## src/orpc_cfg.svh

```systemverilog
`ifndef ORPC_CFG_SVH
`define ORPC_CFG_SVH

// =====================================
// clock and timing
`define ORPC_CLK_HZ 25000000
`define ORPC_CLR_PULSE_MS 20
`define ORPC_SCAN_US 1000
`define ORPC_CLR_CYCLES ((`ORPC_CLR_PULSE_MS * (`ORPC_CLK_HZ / 1000)) + (`ORPC_SCAN_US * (`ORPC_CLK_HZ / 1000000)))

// =====================================
// speed limits in Hz
`define ORPC_SPEED_MIN 17'h0000a
`define ORPC_SPEED_SHORT_MAX 17'h07fff
`define ORPC_SPEED_LONG_MAX 17'h186a0

// =====================================
// reset and home position values
`define ORPC_POS_RESET 32'h0000_0000
`define ORPC_POS_HOME 32'h0000_0000
`endif

```

## src/orpc_pkg.sv

```systemverilog
`default_nettype none
package orpc_pkg;
    typedef enum logic [2:0] {
        ST_IDLE,
        ST_FAST,
        ST_CREEP,
        ST_FINISH,
        ST_COMPLETE,
        ST_ABORT
    } orpc_state_e;

    // speed operands
    typedef struct packed {
        logic long_form;
        logic [16:0] return_speed;
        logic [14:0] creep_speed;
    } orpc_speed_s;

    // current position, upper and lower word
    typedef struct packed {
        logic [15:0] high;
        logic [15:0] low;
    } orpc_pos_s;
endpackage
`default_nettype wire

```

## src/orpc_pulse_gen.sv

```systemverilog
`timescale 1ns/10ps
`default_nettype none
`include "orpc_cfg.svh"
module orpc_pulse_gen
(
    // clock and reset
    input wire logic i_sys_clk,
    input wire logic i_reset,
    // control
    input wire logic i_enable,
    input wire logic [16:0] i_freq,
    // pulse train
    output logic o_pulse,
    output logic o_step
);
    localparam logic [25:0] CLK_HZ = 26'(`ORPC_CLK_HZ);

    logic [25:0] acc;
    logic [25:0] next_acc;
    logic next_pulse;
    logic next_step;
    logic [25:0] sum;

    // fractional divider: toggle twice per output period
    // clock divided by frequency
    always_comb
    begin
        sum = acc + {8'h00, i_freq, 1'b0};
        next_acc = acc;
        next_pulse = o_pulse;
        next_step = 1'b0;
        if (!i_enable)
        begin
            next_acc = 26'h0;
            next_pulse = 1'b0;
        end
        else if (sum >= CLK_HZ)
        begin
            next_acc = sum - CLK_HZ;
            next_pulse = ~o_pulse;
            next_step = ~o_pulse;
        end
        else
        begin
            next_acc = sum;
        end
    end

    always_ff @(posedge i_sys_clk or posedge i_reset)
    begin
        if (i_reset)
        begin
            acc <= 26'h0;
            o_pulse <= 1'b0;
            o_step <= 1'b0;
        end
        else
        begin
            acc <= next_acc;
            o_pulse <= next_pulse;
            o_step <= next_step;
        end
    end
endmodule // orpc_pulse_gen
`default_nettype wire

```

## src/orpc_clear_timer.sv

```systemverilog
`timescale 1ns/10ps
`default_nettype none
module orpc_clear_timer
#(
    parameter int CYCLES = 525000
)
(
    // clock and reset
    input wire logic i_sys_clk,
    input wire logic i_reset,
    // trigger
    input wire logic i_start,
    // active level
    output logic o_active
);
    localparam logic [19:0] LAST = 20'(CYCLES - 1);

    logic [19:0] cnt;
    logic [19:0] next_cnt;
    logic next_active;

    // hold for the full clear time
    always_comb
    begin
        next_cnt = cnt;
        next_active = o_active;
        if (i_start)
        begin
            next_cnt = 20'h0;
            next_active = 1'b1;
        end
        else if (o_active)
        begin
            if (cnt == LAST)
            begin
                next_active = 1'b0;
            end
            else
            begin
                next_cnt = cnt + 20'h1;
            end
        end
    end

    always_ff @(posedge i_sys_clk or posedge i_reset)
    begin
        if (i_reset)
        begin
            cnt <= 20'h0;
            o_active <= 1'b0;
        end
        else
        begin
            cnt <= next_cnt;
            o_active <= next_active;
        end
    end
endmodule // orpc_clear_timer
`default_nettype wire

```

## src/orpc_top.sv

```systemverilog
`timescale 1ns/10ps
`default_nettype none
`include "orpc_cfg.svh"
module orpc_top
#(
    parameter int CLR_CYCLES = `ORPC_CLR_CYCLES
)
(
    // clock and reset
    input wire logic i_sys_clk,
    input wire logic i_reset,
    // command and operands
    input wire logic i_home_return_cmd,
    input wire logic i_channel_sel,
    input wire orpc_pkg::orpc_speed_s i_speed,
    // home switch sources
    input wire logic i_home_switch,
    input wire logic i_home_switch_internal,
    input wire logic i_home_switch_select,
    // control flags
    input wire logic i_clear_output_enable,
    input wire logic i_ch0_immediate_stop,
    input wire logic i_ch1_immediate_stop,
    // pulse and clear outputs
    output logic o_pulse_out_ch0,
    output logic o_pulse_out_ch1,
    output logic o_clear_out_ch0,
    output logic o_clear_out_ch1,
    output logic o_dir_fwd,
    // status
    output logic o_instr_complete_flag,
    output logic o_ch0_busy_monitor,
    output logic o_ch1_busy_monitor,
    // current positions
    output logic [15:0] o_ch0_position_low,
    output logic [15:0] o_ch0_position_high,
    output logic [15:0] o_ch1_position_low,
    output logic [15:0] o_ch1_position_high
);
    // =====================================
    // helpers
    function automatic logic [16:0] clamp_speed(input logic [16:0] v, input logic [16:0] hi);
        logic [16:0] r;
        r = v;
        if (v < `ORPC_SPEED_MIN)
        begin
            r = `ORPC_SPEED_MIN;
        end
        else if (v > hi)
        begin
            r = hi;
        end
        return r;
    endfunction

    // =====================================
    // declarations
    orpc_pkg::orpc_state_e state;
    orpc_pkg::orpc_state_e next_state;
    logic chan;
    logic next_chan;
    logic cmd_prev;
    logic next_cmd_prev;
    logic sw_prev;
    logic next_sw_prev;
    logic complete;
    logic next_complete;
    logic clr_chan;
    logic next_clr_chan;
    logic [1:0] clear_out;
    logic [1:0] next_clear_out;
    logic [1:0] busy;
    logic [1:0] next_busy;
    logic clr_start;
    logic clr_active;
    logic gen_en;
    logic gen_pulse;
    logic gen_step;
    logic [16:0] gen_freq;
    logic [16:0] fast_freq;
    logic [16:0] creep_freq;
    logic sw_now;
    logic sw_rise;
    logic sw_fall;
    logic cmd_rise;
    logic stop_now;
    logic [1:0] stop_req;
    logic [1:0] pulse_out;
    orpc_pkg::orpc_pos_s pos [2];
    orpc_pkg::orpc_pos_s next_pos [2];

    // =====================================
    // operand conditioning
    // return speed limited by operand form
    assign fast_freq = clamp_speed(i_speed.return_speed,
        i_speed.long_form ? `ORPC_SPEED_LONG_MAX : `ORPC_SPEED_SHORT_MAX);
    assign creep_freq = clamp_speed({2'b00, i_speed.creep_speed}, `ORPC_SPEED_SHORT_MAX);

    assign sw_now = i_home_switch_select ? i_home_switch_internal : i_home_switch;
    assign sw_rise = sw_now & ~sw_prev;
    assign sw_fall = ~sw_now & sw_prev;
    assign cmd_rise = i_home_return_cmd & ~cmd_prev;

    assign stop_req = {i_ch1_immediate_stop, i_ch0_immediate_stop};
    assign stop_now = stop_req[chan];

    // =====================================
    // sequencer
    always_comb
    begin
        next_state = state;
        next_chan = chan;
        next_complete = complete;
        next_busy = busy;
        next_clr_chan = clr_chan;
        clr_start = 1'b0;
        gen_en = 1'b0;
        gen_freq = fast_freq;
        next_cmd_prev = i_home_return_cmd;
        next_sw_prev = sw_now;
        unique case (state)
            orpc_pkg::ST_IDLE:
            begin
                // start only while the channel is idle
                if (cmd_rise && !busy[i_channel_sel] && !stop_req[i_channel_sel])
                begin
                    next_chan = i_channel_sel;
                    next_complete = 1'b0;
                    next_busy[i_channel_sel] = 1'b1;
                    next_state = orpc_pkg::ST_FAST;
                end
            end
            orpc_pkg::ST_FAST:
            begin
                gen_en = 1'b1;
                gen_freq = fast_freq;
                // drop of command or stop halts at once
                if (!i_home_return_cmd || stop_now)
                begin
                    gen_en = 1'b0;
                    next_state = orpc_pkg::ST_ABORT;
                end
                else if (sw_rise)
                begin
                    gen_freq = creep_freq;
                    next_state = orpc_pkg::ST_CREEP;
                end
            end
            orpc_pkg::ST_CREEP:
            begin
                gen_en = 1'b1;
                gen_freq = creep_freq;
                // drop of command or stop halts at once
                if (!i_home_return_cmd || stop_now)
                begin
                    gen_en = 1'b0;
                    next_state = orpc_pkg::ST_ABORT;
                end
                else if (sw_fall)
                begin
                    gen_en = 1'b0;
                    next_state = orpc_pkg::ST_FINISH;
                end
            end
            orpc_pkg::ST_FINISH:
            begin
                // clear only when enabled on completion
                if (i_clear_output_enable)
                begin
                    clr_start = 1'b1;
                    next_clr_chan = chan;
                end
                next_complete = 1'b1;
                next_state = orpc_pkg::ST_COMPLETE;
            end
            orpc_pkg::ST_COMPLETE:
            begin
                next_busy[chan] = 1'b0;
                next_state = orpc_pkg::ST_IDLE;
            end
            orpc_pkg::ST_ABORT:
            begin
                // stopped without completion
                next_busy[chan] = 1'b0;
                next_state = orpc_pkg::ST_IDLE;
            end
        endcase
    end

    always_ff @(posedge i_sys_clk or posedge i_reset)
    begin
        if (i_reset)
        begin
            state <= orpc_pkg::ST_IDLE;
            chan <= 1'b0;
            cmd_prev <= 1'b0;
            sw_prev <= 1'b0;
            complete <= 1'b0;
            busy <= 2'b00;
            clr_chan <= 1'b0;
        end
        else
        begin
            state <= next_state;
            chan <= next_chan;
            cmd_prev <= next_cmd_prev;
            sw_prev <= next_sw_prev;
            complete <= next_complete;
            busy <= next_busy;
            clr_chan <= next_clr_chan;
        end
    end

    // =====================================
    // pulse generation and clear pulse
    orpc_pulse_gen u_pulse_gen
    (
        .i_sys_clk(i_sys_clk),
        .i_reset(i_reset),
        .i_enable(gen_en),
        .i_freq(gen_freq),
        .o_pulse(gen_pulse),
        .o_step(gen_step)
    );

    orpc_clear_timer #(.CYCLES(CLR_CYCLES)) u_clear_timer
    (
        .i_sys_clk(i_sys_clk),
        .i_reset(i_reset),
        .i_start(clr_start),
        .o_active(clr_active)
    );

    // =====================================
    // output routing and position counters
    genvar g;
    generate
        for (g = 0; g < 2; g++)
        begin : g_chan
            // pulses only on the selected channel
            assign pulse_out[g] = gen_pulse & (chan == 1'(g)) & busy[g];
            assign next_clear_out[g] = clr_active & (clr_chan == 1'(g));

            always_comb
            begin
                next_pos[g] = pos[g];
                if (state == orpc_pkg::ST_FINISH && chan == 1'(g))
                begin
                    next_pos[g] = `ORPC_POS_HOME;
                end
                else if (gen_step && gen_en && chan == 1'(g))
                begin
                    next_pos[g] = pos[g] - 32'h0000_0001;
                end
            end

            always_ff @(posedge i_sys_clk or posedge i_reset)
            begin
                if (i_reset)
                begin
                    pos[g] <= `ORPC_POS_RESET;
                end
                else
                begin
                    pos[g] <= next_pos[g];
                end
            end
        end
    endgenerate

    always_ff @(posedge i_sys_clk or posedge i_reset)
    begin
        if (i_reset)
        begin
            clear_out <= 2'b00;
        end
        else
        begin
            clear_out <= next_clear_out;
        end
    end

    // =====================================
    // outputs
    assign o_pulse_out_ch0 = pulse_out[0];
    assign o_pulse_out_ch1 = pulse_out[1];
    assign o_clear_out_ch0 = clear_out[0];
    assign o_clear_out_ch1 = clear_out[1];
    assign o_dir_fwd = 1'b0;
    assign o_instr_complete_flag = complete;
    assign o_ch0_busy_monitor = busy[0];
    assign o_ch1_busy_monitor = busy[1];
    assign o_ch0_position_low = pos[0].low;
    assign o_ch0_position_high = pos[0].high;
    assign o_ch1_position_low = pos[1].low;
    assign o_ch1_position_high = pos[1].high;
endmodule // orpc_top
`default_nettype wire

```

## config.mk

```make
export PLATFORM = sky130hd
export DESIGN_NAME = orpc_top
export DESIGN_NICKNAME = d
export VERILOG_FILES = /design/src/orpc_pkg.sv /design/src/orpc_pulse_gen.sv /design/src/orpc_clear_timer.sv /design/src/orpc_top.sv
export VERILOG_INCLUDE_DIRS = /design/src
export SDC_FILE = /design/constraint.sdc
export NUM_CORES = 1
export LEC_CHECK = 0
export BUFFER_PORTS_ARGS = -buffer_cell sky130_fd_sc_hd__buf_2
export CORE_MARGIN = 8
export CORE_UTILIZATION = 58
export DETAILED_ROUTE_END_ITERATION = 10
export GPL_TIMING_DRIVEN = 0
export MAX_ROUTING_LAYER = met4
export PLACE_DENSITY = 0.81
export SYNTH_ARGS = -nofsm -noshare
export SYNTH_HDL_FRONTEND = slang
export SYNTH_SLANG_ARGS = --single-unit
```

## constraint.sdc

```tcl
create_clock -name i_sys_clk -period 6.73 [get_ports i_sys_clk]
set_input_delay 0.3365 -clock i_sys_clk [delete_from_list [all_inputs] [get_ports i_sys_clk]]
set_output_delay 0.3365 -clock i_sys_clk [all_outputs]
set_load 0.02 [all_outputs]
```

======== Word level (Yosys, flattened, before mapping) ========
Index checks and enable logic that the tools add are counted.
operators by class
  add/sub/neg operators ................... 5
  $lt $le $gt $ge ......................... 8
  mux-type cells .......................... 50
  equality and inequality tests ........... 11
  bitwise gates (word level) .............. 18
  reductions and logical operators ........ 26
operators by type and width
  kind                                                                           count
  32-bit two-way mux                                                             4
  17-bit two-way mux                                                             5
  32-bit by 1-bit subtractor with 32-bit output, second input constant           2
  20-bit two-way mux                                                             3
  26-bit two-way mux                                                             2
  17-bit one-hot mux with 2 select lines                                         1
  26-bit by 18-bit adder with 26-bit output                                      1
  26-bit by 25-bit >= comparator with 1-bit output, second input constant        1
  26-bit by 25-bit subtractor with 26-bit output, second input constant          1
  1-bit two-way mux                                                              22
  20-bit by 1-bit adder with 20-bit output, second input constant                1
  20-bit == test, second input constant                                          1
  17-bit greater-than comparator                                                 1
  17-bit by 4-bit less-than comparator with 1-bit output, second input constant  1
  15-bit by 4-bit less-than comparator with 1-bit output, second input constant  1
  15-bit two-way mux                                                             1
  3-bit two-way mux                                                              5
  3-bit one-hot mux with 5 select lines                                          1
  2-bit AND reduction                                                            5
  2-bit nonzero test                                                             5
  1-bit bitwise AND                                                              9
  1-bit logical AND                                                              9
  3-bit by 2-bit == test with 1-bit output, second input constant                2
  3-bit == test, second input constant                                           2
  19 further kinds                                                               32
word-level totals
  word-level logic and storage cells ...... 135
  output and inout port bits .............. 72
  bits in registers ....................... 125

======== Longest topological paths before layout ========
Gate-level depths: netlist of run 1.
  depth in word-level cells ............... 11
  depth in mapped cells ................... 31

======== By module ========
A second synthesis of run 1 with hierarchy kept.
second synthesis, totals
  cell total of the unflattened synthesis .. 953
  area, all modules ....................... 8404.3 sq um
by module, submodules not included
  module            area each (sq um)  cells an instance  instances  seq. area each (sq um)
  orpc_top          4496.8             509                1          1901.8
  orpc_pulse_gen    2770.2             326                1          675.6
  orpc_clear_timer  1137.3             118                1          525.5

======== Worst setup path before layout of run 1 ========
OpenSTA, ideal clock, no wires.
  kind .................................... in2reg
  start ................................... in i_speed[16] (netlist bit)
  end ..................................... reg u_pulse_gen.o_pulse
  library setup time ...................... 0.132 ns
  path buffers ............................ 4
  cell stages on the path ................. 29
  arrival time ............................ 5.670 ns
  required time ........................... 6.598 ns
  setup slack ............................. 0.928 ns
  cell sequence ........................... ha_1 nor2b_1 o21a_1 o21a_1 o21ai_0 a21oi_1 o21ai_0 a21oi_1 o21ai_0 clkbuf_1 clkbuf_1 a21oi_1 o21ai_0 ha_1 inv_1 fa_1 nand2b_1 a21o_2 a21boi_0 or2_2 ha_1 or4b_4 o21bai_1 a221o_1 a31oi_4 buf_6 buf_8 xor2_1 nor2_1
on the way
  longest elaborated chain between the ends .. 9
ends and longest elaborated chain
  what                                                                   RTL line              text
  start, declared                                                        orpc_top.sv:15        input wire orpc_pkg::orpc_speed_s i_speed,
  17-bit greater-than comparator                                         orpc_top.sv:49        else if (v > hi)
  17-bit two-way mux                                                     orpc_top.sv:49
  17-bit two-way mux (*)                                                 orpc_top.sv:45        if (v < `ORPC_SPEED_MIN)
  17-bit two-way mux                                                     orpc_top.sv:143       else if (sw_rise)
  17-bit two-way mux                                                     orpc_top.sv:138       if (!i_home_return_cmd || stop_now)
  17-bit one-hot mux with 2 select lines (*)                             orpc_top.sv:121       unique case (state)
  26-bit by 18-bit adder with 26-bit output (*)                          orpc_pulse_gen.sv:28  sum = acc + {8'h00, i_freq, 1'b0};
  26-bit by 25-bit >= comparator with 1-bit output (*)                   orpc_pulse_gen.sv:37  else if (sum >= CLK_HZ)
  2-bit by 1-bit inequality test with 1-bit output (no source line) (*)  n/a
  end signal, assigned                                                   orpc_pulse_gen.sv:60  o_pulse <= next_pulse;
  end, declared                                                          orpc_pulse_gen.sv:13  output logic o_pulse,
Every way passes the cells marked *; elsewhere a longest branch is shown, timed or not.
A chain may end at the register's enable or synchronous reset.

======== Worst setup path in the final report of run 1 ========
  start ................................... in i_speed[32] (netlist bit)
  end ..................................... reg u_pulse_gen.acc[12]
on the way
  longest elaborated chain between the ends .. 11
ends and longest elaborated chain
  what                                                                                                                       RTL line                                    text
  17-bit two-way mux (no source line) (*)                                                                                    n/a
  17-bit greater-than comparator                                                                                             orpc_top.sv:49
  17-bit two-way mux (*)                                                                                                     orpc_top.sv:49
  17-bit two-way mux (*)                                                                                                     orpc_top.sv:45
  17-bit two-way mux                                                                                                         orpc_top.sv:143
  17-bit two-way mux                                                                                                         orpc_top.sv:138
  17-bit one-hot mux with 2 select lines (*)                                                                                 orpc_top.sv:121
  26-bit by 18-bit adder with 26-bit output (*)                                                                              orpc_pulse_gen.sv:28
  26-bit by 25-bit subtractor with 26-bit output / 26-bit by 25-bit >= comparator with 1-bit output (equally long branches)  orpc_pulse_gen.sv:39, orpc_pulse_gen.sv:37
  26-bit two-way mux (*)                                                                                                     orpc_pulse_gen.sv:37
  26-bit two-way mux (*)                                                                                                     orpc_pulse_gen.sv:32                        if (!i_enable)
  named net u_pulse_gen.next_acc[12]                                                                                         orpc_pulse_gen.sv:19                        logic [25:0] next_acc;
  end signal, assigned                                                                                                       orpc_pulse_gen.sv:59                        acc <= next_acc;
  end, declared                                                                                                              orpc_pulse_gen.sv:18                        logic [25:0] acc;
The timed path passes the listed nets; every way through them passes the cells marked *.

==> impl_metrics.env, run 1 <==
export IMPL_period_minus_slack_ns=6.30
export IMPL_track_usage=0.226
export IMPL_powerDensity_nw_per_um2=291
export IMPL_crit_path_start_kind="input port"
export IMPL_relSlewSlack=0.381
export IMPL_htreeDepth=4
export IMPL_crit_slowest_cell="or4b_4"
export IMPL_fmax_mhz=159
export IMPL_clkPwrFrac=0.324
export IMPL_p_seq_frac=0.359
export IMPL_cts_tree="done"
export IMPL_final_common_cell="nor2_1"
export IMPL_drc=0
export IMPL_crit_arrival_ns=6.60
export IMPL_worstPathMaxFanout=13
export IMPL_grt_start_max_net_pins=100
export IMPL_antenna_cells=0
export IMPL_max_stage_delay_ns=0.50
export IMPL_intPower_mw=1.75
export IMPL_rsz0062_at_grt="no"
export IMPL_synth_cell_type_count=79
export IMPL_syn_area_um2=8080
export IMPL_crit_path_end_kind="flop"
export IMPL_outcome="finished, final reports clean"
export IMPL_syn_area_per_cell_um2=8.87
export IMPL_r2r_cells=24
export IMPL_synth_main_ff_cell="dfrtp_1"
export IMPL_dp_hpwl_mm=14.5
export IMPL_ir_drop_mv=0.179
export IMPL_final_cell_mix="nor2_1, dfrtp_1, buf_2, a21oi_1"
export IMPL_place_congestion=0.916
export IMPL_fin_tns_setup_ns=0
export IMPL_net_switching_power_mw=1.01
export IMPL_clock_sinks=124
export IMPL_avgRoutedWirePerCell_um=15.9
export IMPL_crit_cells=30
export IMPL_grt_pass1_vias=6972
export IMPL_wl_met3_mm=1.01
export IMPL_clk_latency_ns=0.42
export IMPL_via_count=7190
export IMPL_r2r_end="u_pulse_gen.acc[12]$_DFF_PP0_"
export IMPL_cts_buffers=17
export IMPL_area_delta_synth_final_pct=17.5
export IMPL_fin_skew_ns=0.00680
export IMPL_min_path_type="input port to flop"
export IMPL_syn_nets=990
export IMPL_tightestPinTransition_ns=0.919
export IMPL_syn_inst=911
export IMPL_cts_root_buf="clkbuf_16"
export IMPL_drtIter0Drc=503
export IMPL_fin_util=0.692
export IMPL_crit_type="input port to flop"
export IMPL_hold_path_depth=1
export IMPL_multi_input_area_um2=4750
export IMPL_drv_cap=0
export IMPL_cp_top_family="compound AO/OA/AOI/OAI gates"
export IMPL_row_count=43
export IMPL_hold_violations=0
export IMPL_met2_length_mm=9.58
export IMPL_required_ns=7.03
export IMPL_fp_dieH_um=134
export IMPL_path_clk_slew_ns=0.05
export IMPL_reg2reg_slack_ns=0.75
export IMPL_ys_seq_area_frac=0.384
export IMPL_crit_top_cell="a21oi_1"
export IMPL_ys_seq_elements=124
export IMPL_drt_wl_total_mm=19.7
export IMPL_yosysWarningCount=0
export IMPL_r2r_start="chan$_DFFE_PP0P_"
export IMPL_seq_area_um2=3100
export IMPL_synth_edff_count=0
export IMPL_via_per_inst=5.81
export IMPL_antenna_found_initial=0
export IMPL_p_comb_frac=0.317
export IMPL_whs_endpoint="cmd_prev$_DFF_PP0_"
export IMPL_io_pin_count=115
export IMPL_gr_total_overflow=0
export IMPL_p_leak_nw=4.41
export IMPL_critPathBufInv=6
export IMPL_drive_gt1_frac=0.184
export IMPL_firstDrtPassIters=5
export IMPL_top_layer_used="met4"
export IMPL_drtAntennaViolNets=0
export IMPL_fin_crit_sh=0.936
export IMPL_clock_path_buffers=2
export IMPL_min_from="i_home_return_cmd"
export IMPL_wl_met1_mm=8.47
export IMPL_core_area_um2=13700
export IMPL_switching_share=0.366
export IMPL_report_final_slew_viol_count=0
export IMPL_initial_utilization=0.589
export IMPL_grt_pass1_wl_mm=32.9
export IMPL_port_buffers=113
export IMPL_die_area_um2=18000
export IMPL_fin_nets=1124
export IMPL_die_w_um=134
export IMPL_async_reset_ff_frac=1.00
export IMPL_setup_violations=0
export IMPL_fillCellCount=1084
[worst max-delay path by stage]
stage	from	to	slack [ns]
final	i_speed[32]	u_pulse_gen.acc[12]$_DFF_PP0_	0.43
after floorplan	i_speed[16]	u_pulse_gen.o_pulse$_DFFE_PP0P_	0.93
after global placement	i_speed[32]	u_pulse_gen.acc[12]$_DFF_PP0_	-0.1
after detailed placement	i_speed[32]	u_pulse_gen.acc[12]$_DFF_PP0_	-0.22
after global routing	i_speed[32]	u_pulse_gen.acc[12]$_DFF_PP0_	0.02
after CTS	i_speed[32]	u_pulse_gen.acc[12]$_DFF_PP0_	0.20
[area by class of cell]
cell class | count | share of cell area
clock buffer | 18 | 0.0462
inverter | 21 | 0.00883
timing repair buffer | 115 | 0.0635
clock inverter | 13 | 0.0150
tap | 180 | 0.0237
buffer | 30 | 0.0158
multi-input combinational | 736 | 0.500
sequential | 124 | 0.327
[cells in the mapped netlist (all sizes together) (4+ instances only)]
cell	instances	area share
a31oi	6	0.0091
nand4	19	0.015
nand2b	14	0.012
a21oi	67	0.043
dfrtp	124	0.38
o21a	10	0.0094
buf	8	0.0081
or2	6	0.0046
nand3	25	0.017
nor2b	16	0.012
a211oi	11	0.011
and2	13	0.010
nor3	42	0.027
o31ai	5	0.0046
clkbuf	22	0.010
ha	35	0.054
and3	11	0.0085
mux2i	4	0.0050
xor2	37	0.040
o211ai	6	0.0074
nor2	126	0.059
nand2	57	0.026
xnor2	57	0.062
a21o	10	0.0094
o21ai	58	0.036
inv	21	0.0098
or3	34	0.026
or4	5	0.0046
nor4	21	0.020
[registers in the layout, summed over array words and instances, names as in the netlist]
register and count:
state 3, u_pulse_gen.o_step 1, o_ch0_position_high 16, sw_prev 1
chan 1, o_ch0_position_low 16, u_clear_timer.o_active 1, o_instr_complete_flag 1
u_pulse_gen.acc 25, u_clear_timer.cnt 20, o_ch1_position_high 16, busy 2
cmd_prev 1, clear_out 2, clr_chan 1, o_ch1_position_low 16
u_pulse_gen.o_pulse 1
[power groups by stage]
stage	sequential, mW	combinational (mW)	clock (mW)
floorplan	1.05	0.575	0
global placement	0.995	0.839	0
detailed placement	1.00	0.861	0
CTS	0.992	0.874	0.906
global route	1.01	0.975	0.939
finish	0.992	0.875	0.895
[through the flow]
step / cells / setup slack [ns] / hold slack [ns] / area, um^2 / total power [mW]
3_5_place_dp: 1205 / -0.216 / 0.314 / 8900 / 1.86
6_report: 1237 / 0.433 / 0.0918 / 9500 / 2.76
2_1_floorplan: 911 / 0.928 / 0.368 / 8080 / 1.62
3_3_place_gp: 1204 / -0.0973 / 0.442 / 8870 / 1.83
4_1_cts: 1237 / 0.202 / 0.0785 / 9500 / 2.77
5_1_grt: 1237 / 0.0213 / 0.0824 / 9500 / 2.93
[repair_timing]
item	4_1_cts	5_1_grt
endpoints found under the hold margin	25	0
setup buffers	0	0
hold buffers	1	0
setup endpoints to repair	0	17
resized for setup	0	5
[logic make-up (layout without fill, tap and decap cells)]
group,Yosys count,after routing,synth area share
AO/OA/AOI/OAI,198,198,0.162
XOR/XNOR,94,94,0.102
adder cells (fa/ha/maj),36,36,0.0567
buffers and inverters,51,197,0.0280
flip-flops,124,124,0.384
multiplexers,5,5,0.00635
other,1,1,0.000464
AND/OR/NAND/NOR,402,402,0.261
[routing by layer]
layer | vias to the layer above | GRT usage
li1 | 3523 | -
met1 | 3444 | 0.268
met2 | 172 | 0.366
met3 | 51 | 0.0471
met4 | 0 | 0.103
met5 | - | -
[worst register-to-register path, cell delays in order (launching register included)]
cell and delay [ns]:
dfrtp_1 0.31, buf_2 0.20, mux2i_1 0.32, nand2_1 0.20
o21a_1 0.22, nor2_1 0.43, or2_2 0.22, clkbuf_1 0.28
o21ai_0 0.18, ha_1 0.25, inv_1 0.08, fa_1 0.19
nand2b_1 0.14, a21o_2 0.20, nor3b_1 0.24, or2_2 0.19
ha_1 0.20, or4b_4 0.50, o21bai_1 0.18, a221o_1 0.37
a31oi_4 0.32, buf_6 0.21, buf_8 0.15, o21ai_1 0.07
a21oi_1 0.24
(Power assumes the default switching activity.)
==> inputs of run 2 (changes only) <==
--- a/config.mk
+++ b/config.mk
@@ -6,13 +6,14 @@
 export SDC_FILE = /design/constraint.sdc
 export NUM_CORES = 1
 export LEC_CHECK = 0
+export ABC_AREA = 1
 export BUFFER_PORTS_ARGS = -buffer_cell sky130_fd_sc_hd__buf_2
 export CORE_MARGIN = 8
-export CORE_UTILIZATION = 58
+export CORE_UTILIZATION = 60
 export DETAILED_ROUTE_END_ITERATION = 10
 export GPL_TIMING_DRIVEN = 0
 export MAX_ROUTING_LAYER = met4
-export PLACE_DENSITY = 0.81
+export PLACE_DENSITY = 0.82
 export SYNTH_ARGS = -nofsm -noshare
 export SYNTH_HDL_FRONTEND = slang
 export SYNTH_SLANG_ARGS = --single-unit
==> run 2 against run 1 <==
Final cell count grew 39%. Design area grew 12%. Sequential cell count is the same. Sequential share of layout area shrank 3.5 points. Worst setup slack gained 1.1 ns. Non-clock buffer count shrank 14. Via count grew 34%. Global-route usage grew 4.6 points. Die area grew 8.2%. Combinational power grew 76%.
==> impl_metrics.env, run 2 <==
export IMPL_via_per_inst=5.58
export IMPL_row_count=45
export IMPL_required_ns=7.03
export IMPL_ys_seq_area_frac=0.340
export IMPL_outcome="finished, final reports clean"
export IMPL_ys_seq_elements=124
export IMPL_whs_endpoint="cmd_prev$_DFF_PP0_"
export IMPL_synth_area_leaders="dfrtp_1, nand2_1, nor2_1"
export IMPL_synth_cell_type_count=54
export IMPL_die_w_um=139
export IMPL_grt_pass1_vias=9125
export IMPL_p_leak_nw=5.73
export IMPL_fin_util=0.707
export IMPL_htreeDepth=4
export IMPL_die_area_um2=19400
export IMPL_min_path_type="input port to flop"
export IMPL_ir_drop_mv=0.196
export IMPL_yosysMostFrequentCell="nand2_1"
export IMPL_layout_setup_ws_ns=1.50
export IMPL_synth_top_area_share=0.340
export IMPL_fin_crit_sh=0.777
export IMPL_cts_root_buf="clkbuf_16"
export IMPL_r2r_start="chan$_DFFE_PP0P_"
export IMPL_fin_nets=1601
export IMPL_clk_latency_ns=0.42
export IMPL_syn_area_per_cell_um2=6.58
export IMPL_place_congestion=0.951
export IMPL_tightestPinTransition_ns=0.660
export IMPL_crit_path_end_kind="flop"
export IMPL_clkPwrFrac=0.285
export IMPL_synth_main_ff_cell="dfrtp_1"
export IMPL_max_stage_delay_ns=0.53
export IMPL_syn_area_um2=9140
export IMPL_fin_skew_ns=0.00532
export IMPL_top_regs="u_pulse_gen.acc x25, u_clear_timer.cnt x20"
export IMPL_rsz0062_at_grt="no"
export IMPL_grt_start_max_net_pins=78
export IMPL_period_minus_slack_ns=5.23
export IMPL_final_common_cell="nand2_1"
export IMPL_dp_hpwl_mm=19.5
export IMPL_crit_path_start_kind="input port"
export IMPL_hold_violations=0
export IMPL_min_from="i_home_return_cmd"
export IMPL_firstDrtPassIters=6
export IMPL_relSlewSlack=0.556
export IMPL_setup_violations=0
export IMPL_crit_top_cell="nand2_1"
export IMPL_reg2reg_slack_ns=1.77
export IMPL_port_buffers=113
export IMPL_report_final_slew_viol_count=0
export IMPL_crit_type="input port to flop"
export IMPL_intPower_mw=2.03
export IMPL_finalPower_mw=3.53
export IMPL_syn_inst=1388
export IMPL_path_clk_slew_ns=0.06
export IMPL_drt_wl_total_mm=25.6
export IMPL_io_pin_count=115
export IMPL_p_seq_frac=0.279
export IMPL_powerDensity_nw_per_um2=332
export IMPL_detailed_place_area_um2=9970
export IMPL_hold_path_depth=1
export IMPL_drc=0
export IMPL_antenna_cells=0
export IMPL_crit_slowest_cell="or4_1"
export IMPL_regMostFlops="u_pulse_gen.acc"
export IMPL_antenna_found_initial=0
export IMPL_track_usage=0.273
export IMPL_hold_buffers=1
export IMPL_net_switching_power_mw=1.51
export IMPL_drtIter0Drc=703
export IMPL_r2r_cells=35
export IMPL_grt_pass1_wl_mm=42.7
export IMPL_drive_gt1_frac=0.132
export IMPL_post_route_cell_area_um2=10600
export IMPL_crit_arrival_ns=5.53
export IMPL_fp_dieH_um=139
export IMPL_gr_total_overflow=0
export IMPL_dp_slack_ns=1.22
export IMPL_cts_setup_buffers=0
export IMPL_yosys_top_cells_count="nand2_1, nor2_1, inv_1, dfrtp_1, o21ai_0"
export IMPL_cts_buffers=17
export IMPL_core_area_um2=15000
export IMPL_syn_nets=1467
export IMPL_avgRoutedWirePerCell_um=14.8
export IMPL_synth_edff_count=0
export IMPL_area_delta_synth_final_pct=16.3
export IMPL_clock_path_buffers=2
export IMPL_fin_tns_setup_ns=0
export IMPL_r2r_end="u_pulse_gen.acc[15]$_DFF_PP0_"
export IMPL_drv_cap=0
export IMPL_fmax_mhz=191
export IMPL_largest_reg_flops=25
export IMPL_cts_resized_gates=0
export IMPL_initial_utilization=0.608
export IMPL_cts_tree="done"
export IMPL_worstPathMaxFanout=12
export IMPL_via_count=9613
export IMPL_yosysTopAreaCell="dfrtp_1"
export IMPL_drtAntennaViolNets=0
export IMPL_final_cell_mix="nand2_1, nor2_1, inv_1, dfrtp_1, buf_2"
export IMPL_async_reset_ff_frac=1.00
export IMPL_clock_sinks=124
export IMPL_p_comb_frac=0.436
export IMPL_yosysWarningCount=0
export IMPL_switching_share=0.426
-- run 2: worst max path at each step --
stage / start / end / slack (ns) / cells past startpoint
2_1_floorplan: i_speed[32] / u_pulse_gen.acc[11]$_DFF_PP0_ / 2.38 / 34
3_3_place_gp: i_speed[32] / u_pulse_gen.acc[22]$_DFF_PP0_ / 1.24 / 35
3_5_place_dp: i_speed[32] / u_pulse_gen.acc[18]$_DFF_PP0_ / 1.22 / 35
4_1_cts: i_speed[32] / u_pulse_gen.acc[15]$_DFF_PP0_ / 1.61 / 35
5_1_grt: i_speed[32] / u_pulse_gen.acc[15]$_DFF_PP0_ / 1.03 / 35
6_report: i_speed[32] / u_pulse_gen.acc[15]$_DFF_PP0_ / 1.50 / 35
-- run 2: cell type report --
class | count | area [um^2]
Buffer | 16 | 87.6
Clock buffer | 20 | 457
Clock inverter | 12 | 193
Fill cell | 1254 | 4400
Inverter | 228 | 861
Multi-Input combinational cell | 1020 | 5090
Sequential cell | 124 | 3100
Tap cell | 188 | 235
Timing Repair Buffer | 115 | 603
-- run 2: kinds of logic after synthesis --
group,Yosys count,share of synthesized area
adder cells (fa/ha/maj),36,0.0501
other,1,0.000410
XOR/XNOR,14,0.0142
flip-flops,124,0.340
AND/OR/NAND/NOR,759,0.368
buffers and inverters,244,0.103
AO/OA/AOI/OAI,210,0.125
-- run 2: critical path: cells and delay by family --
kind                       cells  cell delay (ns)
AOI/OAI and AO/OA              2             0.22
adders and majority gates      4             1.14
buffers and inverters          7             0.98
and+or+nand+nor               22             2.81
-- run 2: power groups by stage --
stage | Sequential [mW] | Clock (mW) | Combinational, mW
2_1_floorplan | 1.04 | 0 | 1.07
3_3_place_gp | 0.994 | 0 | 1.46
3_5_place_dp | 0.998 | 0 | 1.50
4_1_cts | 0.985 | 1.01 | 1.52
5_1_grt | 1.00 | 1.05 | 1.75
6_report | 0.987 | 1.01 | 1.54
-- run 2: routing by layer --
metal	share of wire	GRT usage	wire, um	vias to the layer above
met5	0	-	0	-
met2	0.47	0.436	11900	395
met4	0.036	0.122	910	0
met1	0.42	0.328	10700	4366
met3	0.077	0.0554	1980	83
li1	-	-	-	4769
-- run 2: metrics by stage --
step,hold WS (ns),cells
2_1_floorplan,0.368,1388
3_3_place_gp,0.443,1689
3_5_place_dp,0.394,1690
4_1_cts,0.0640,1723
5_1_grt,0.0584,1723
6_report,0.0698,1723
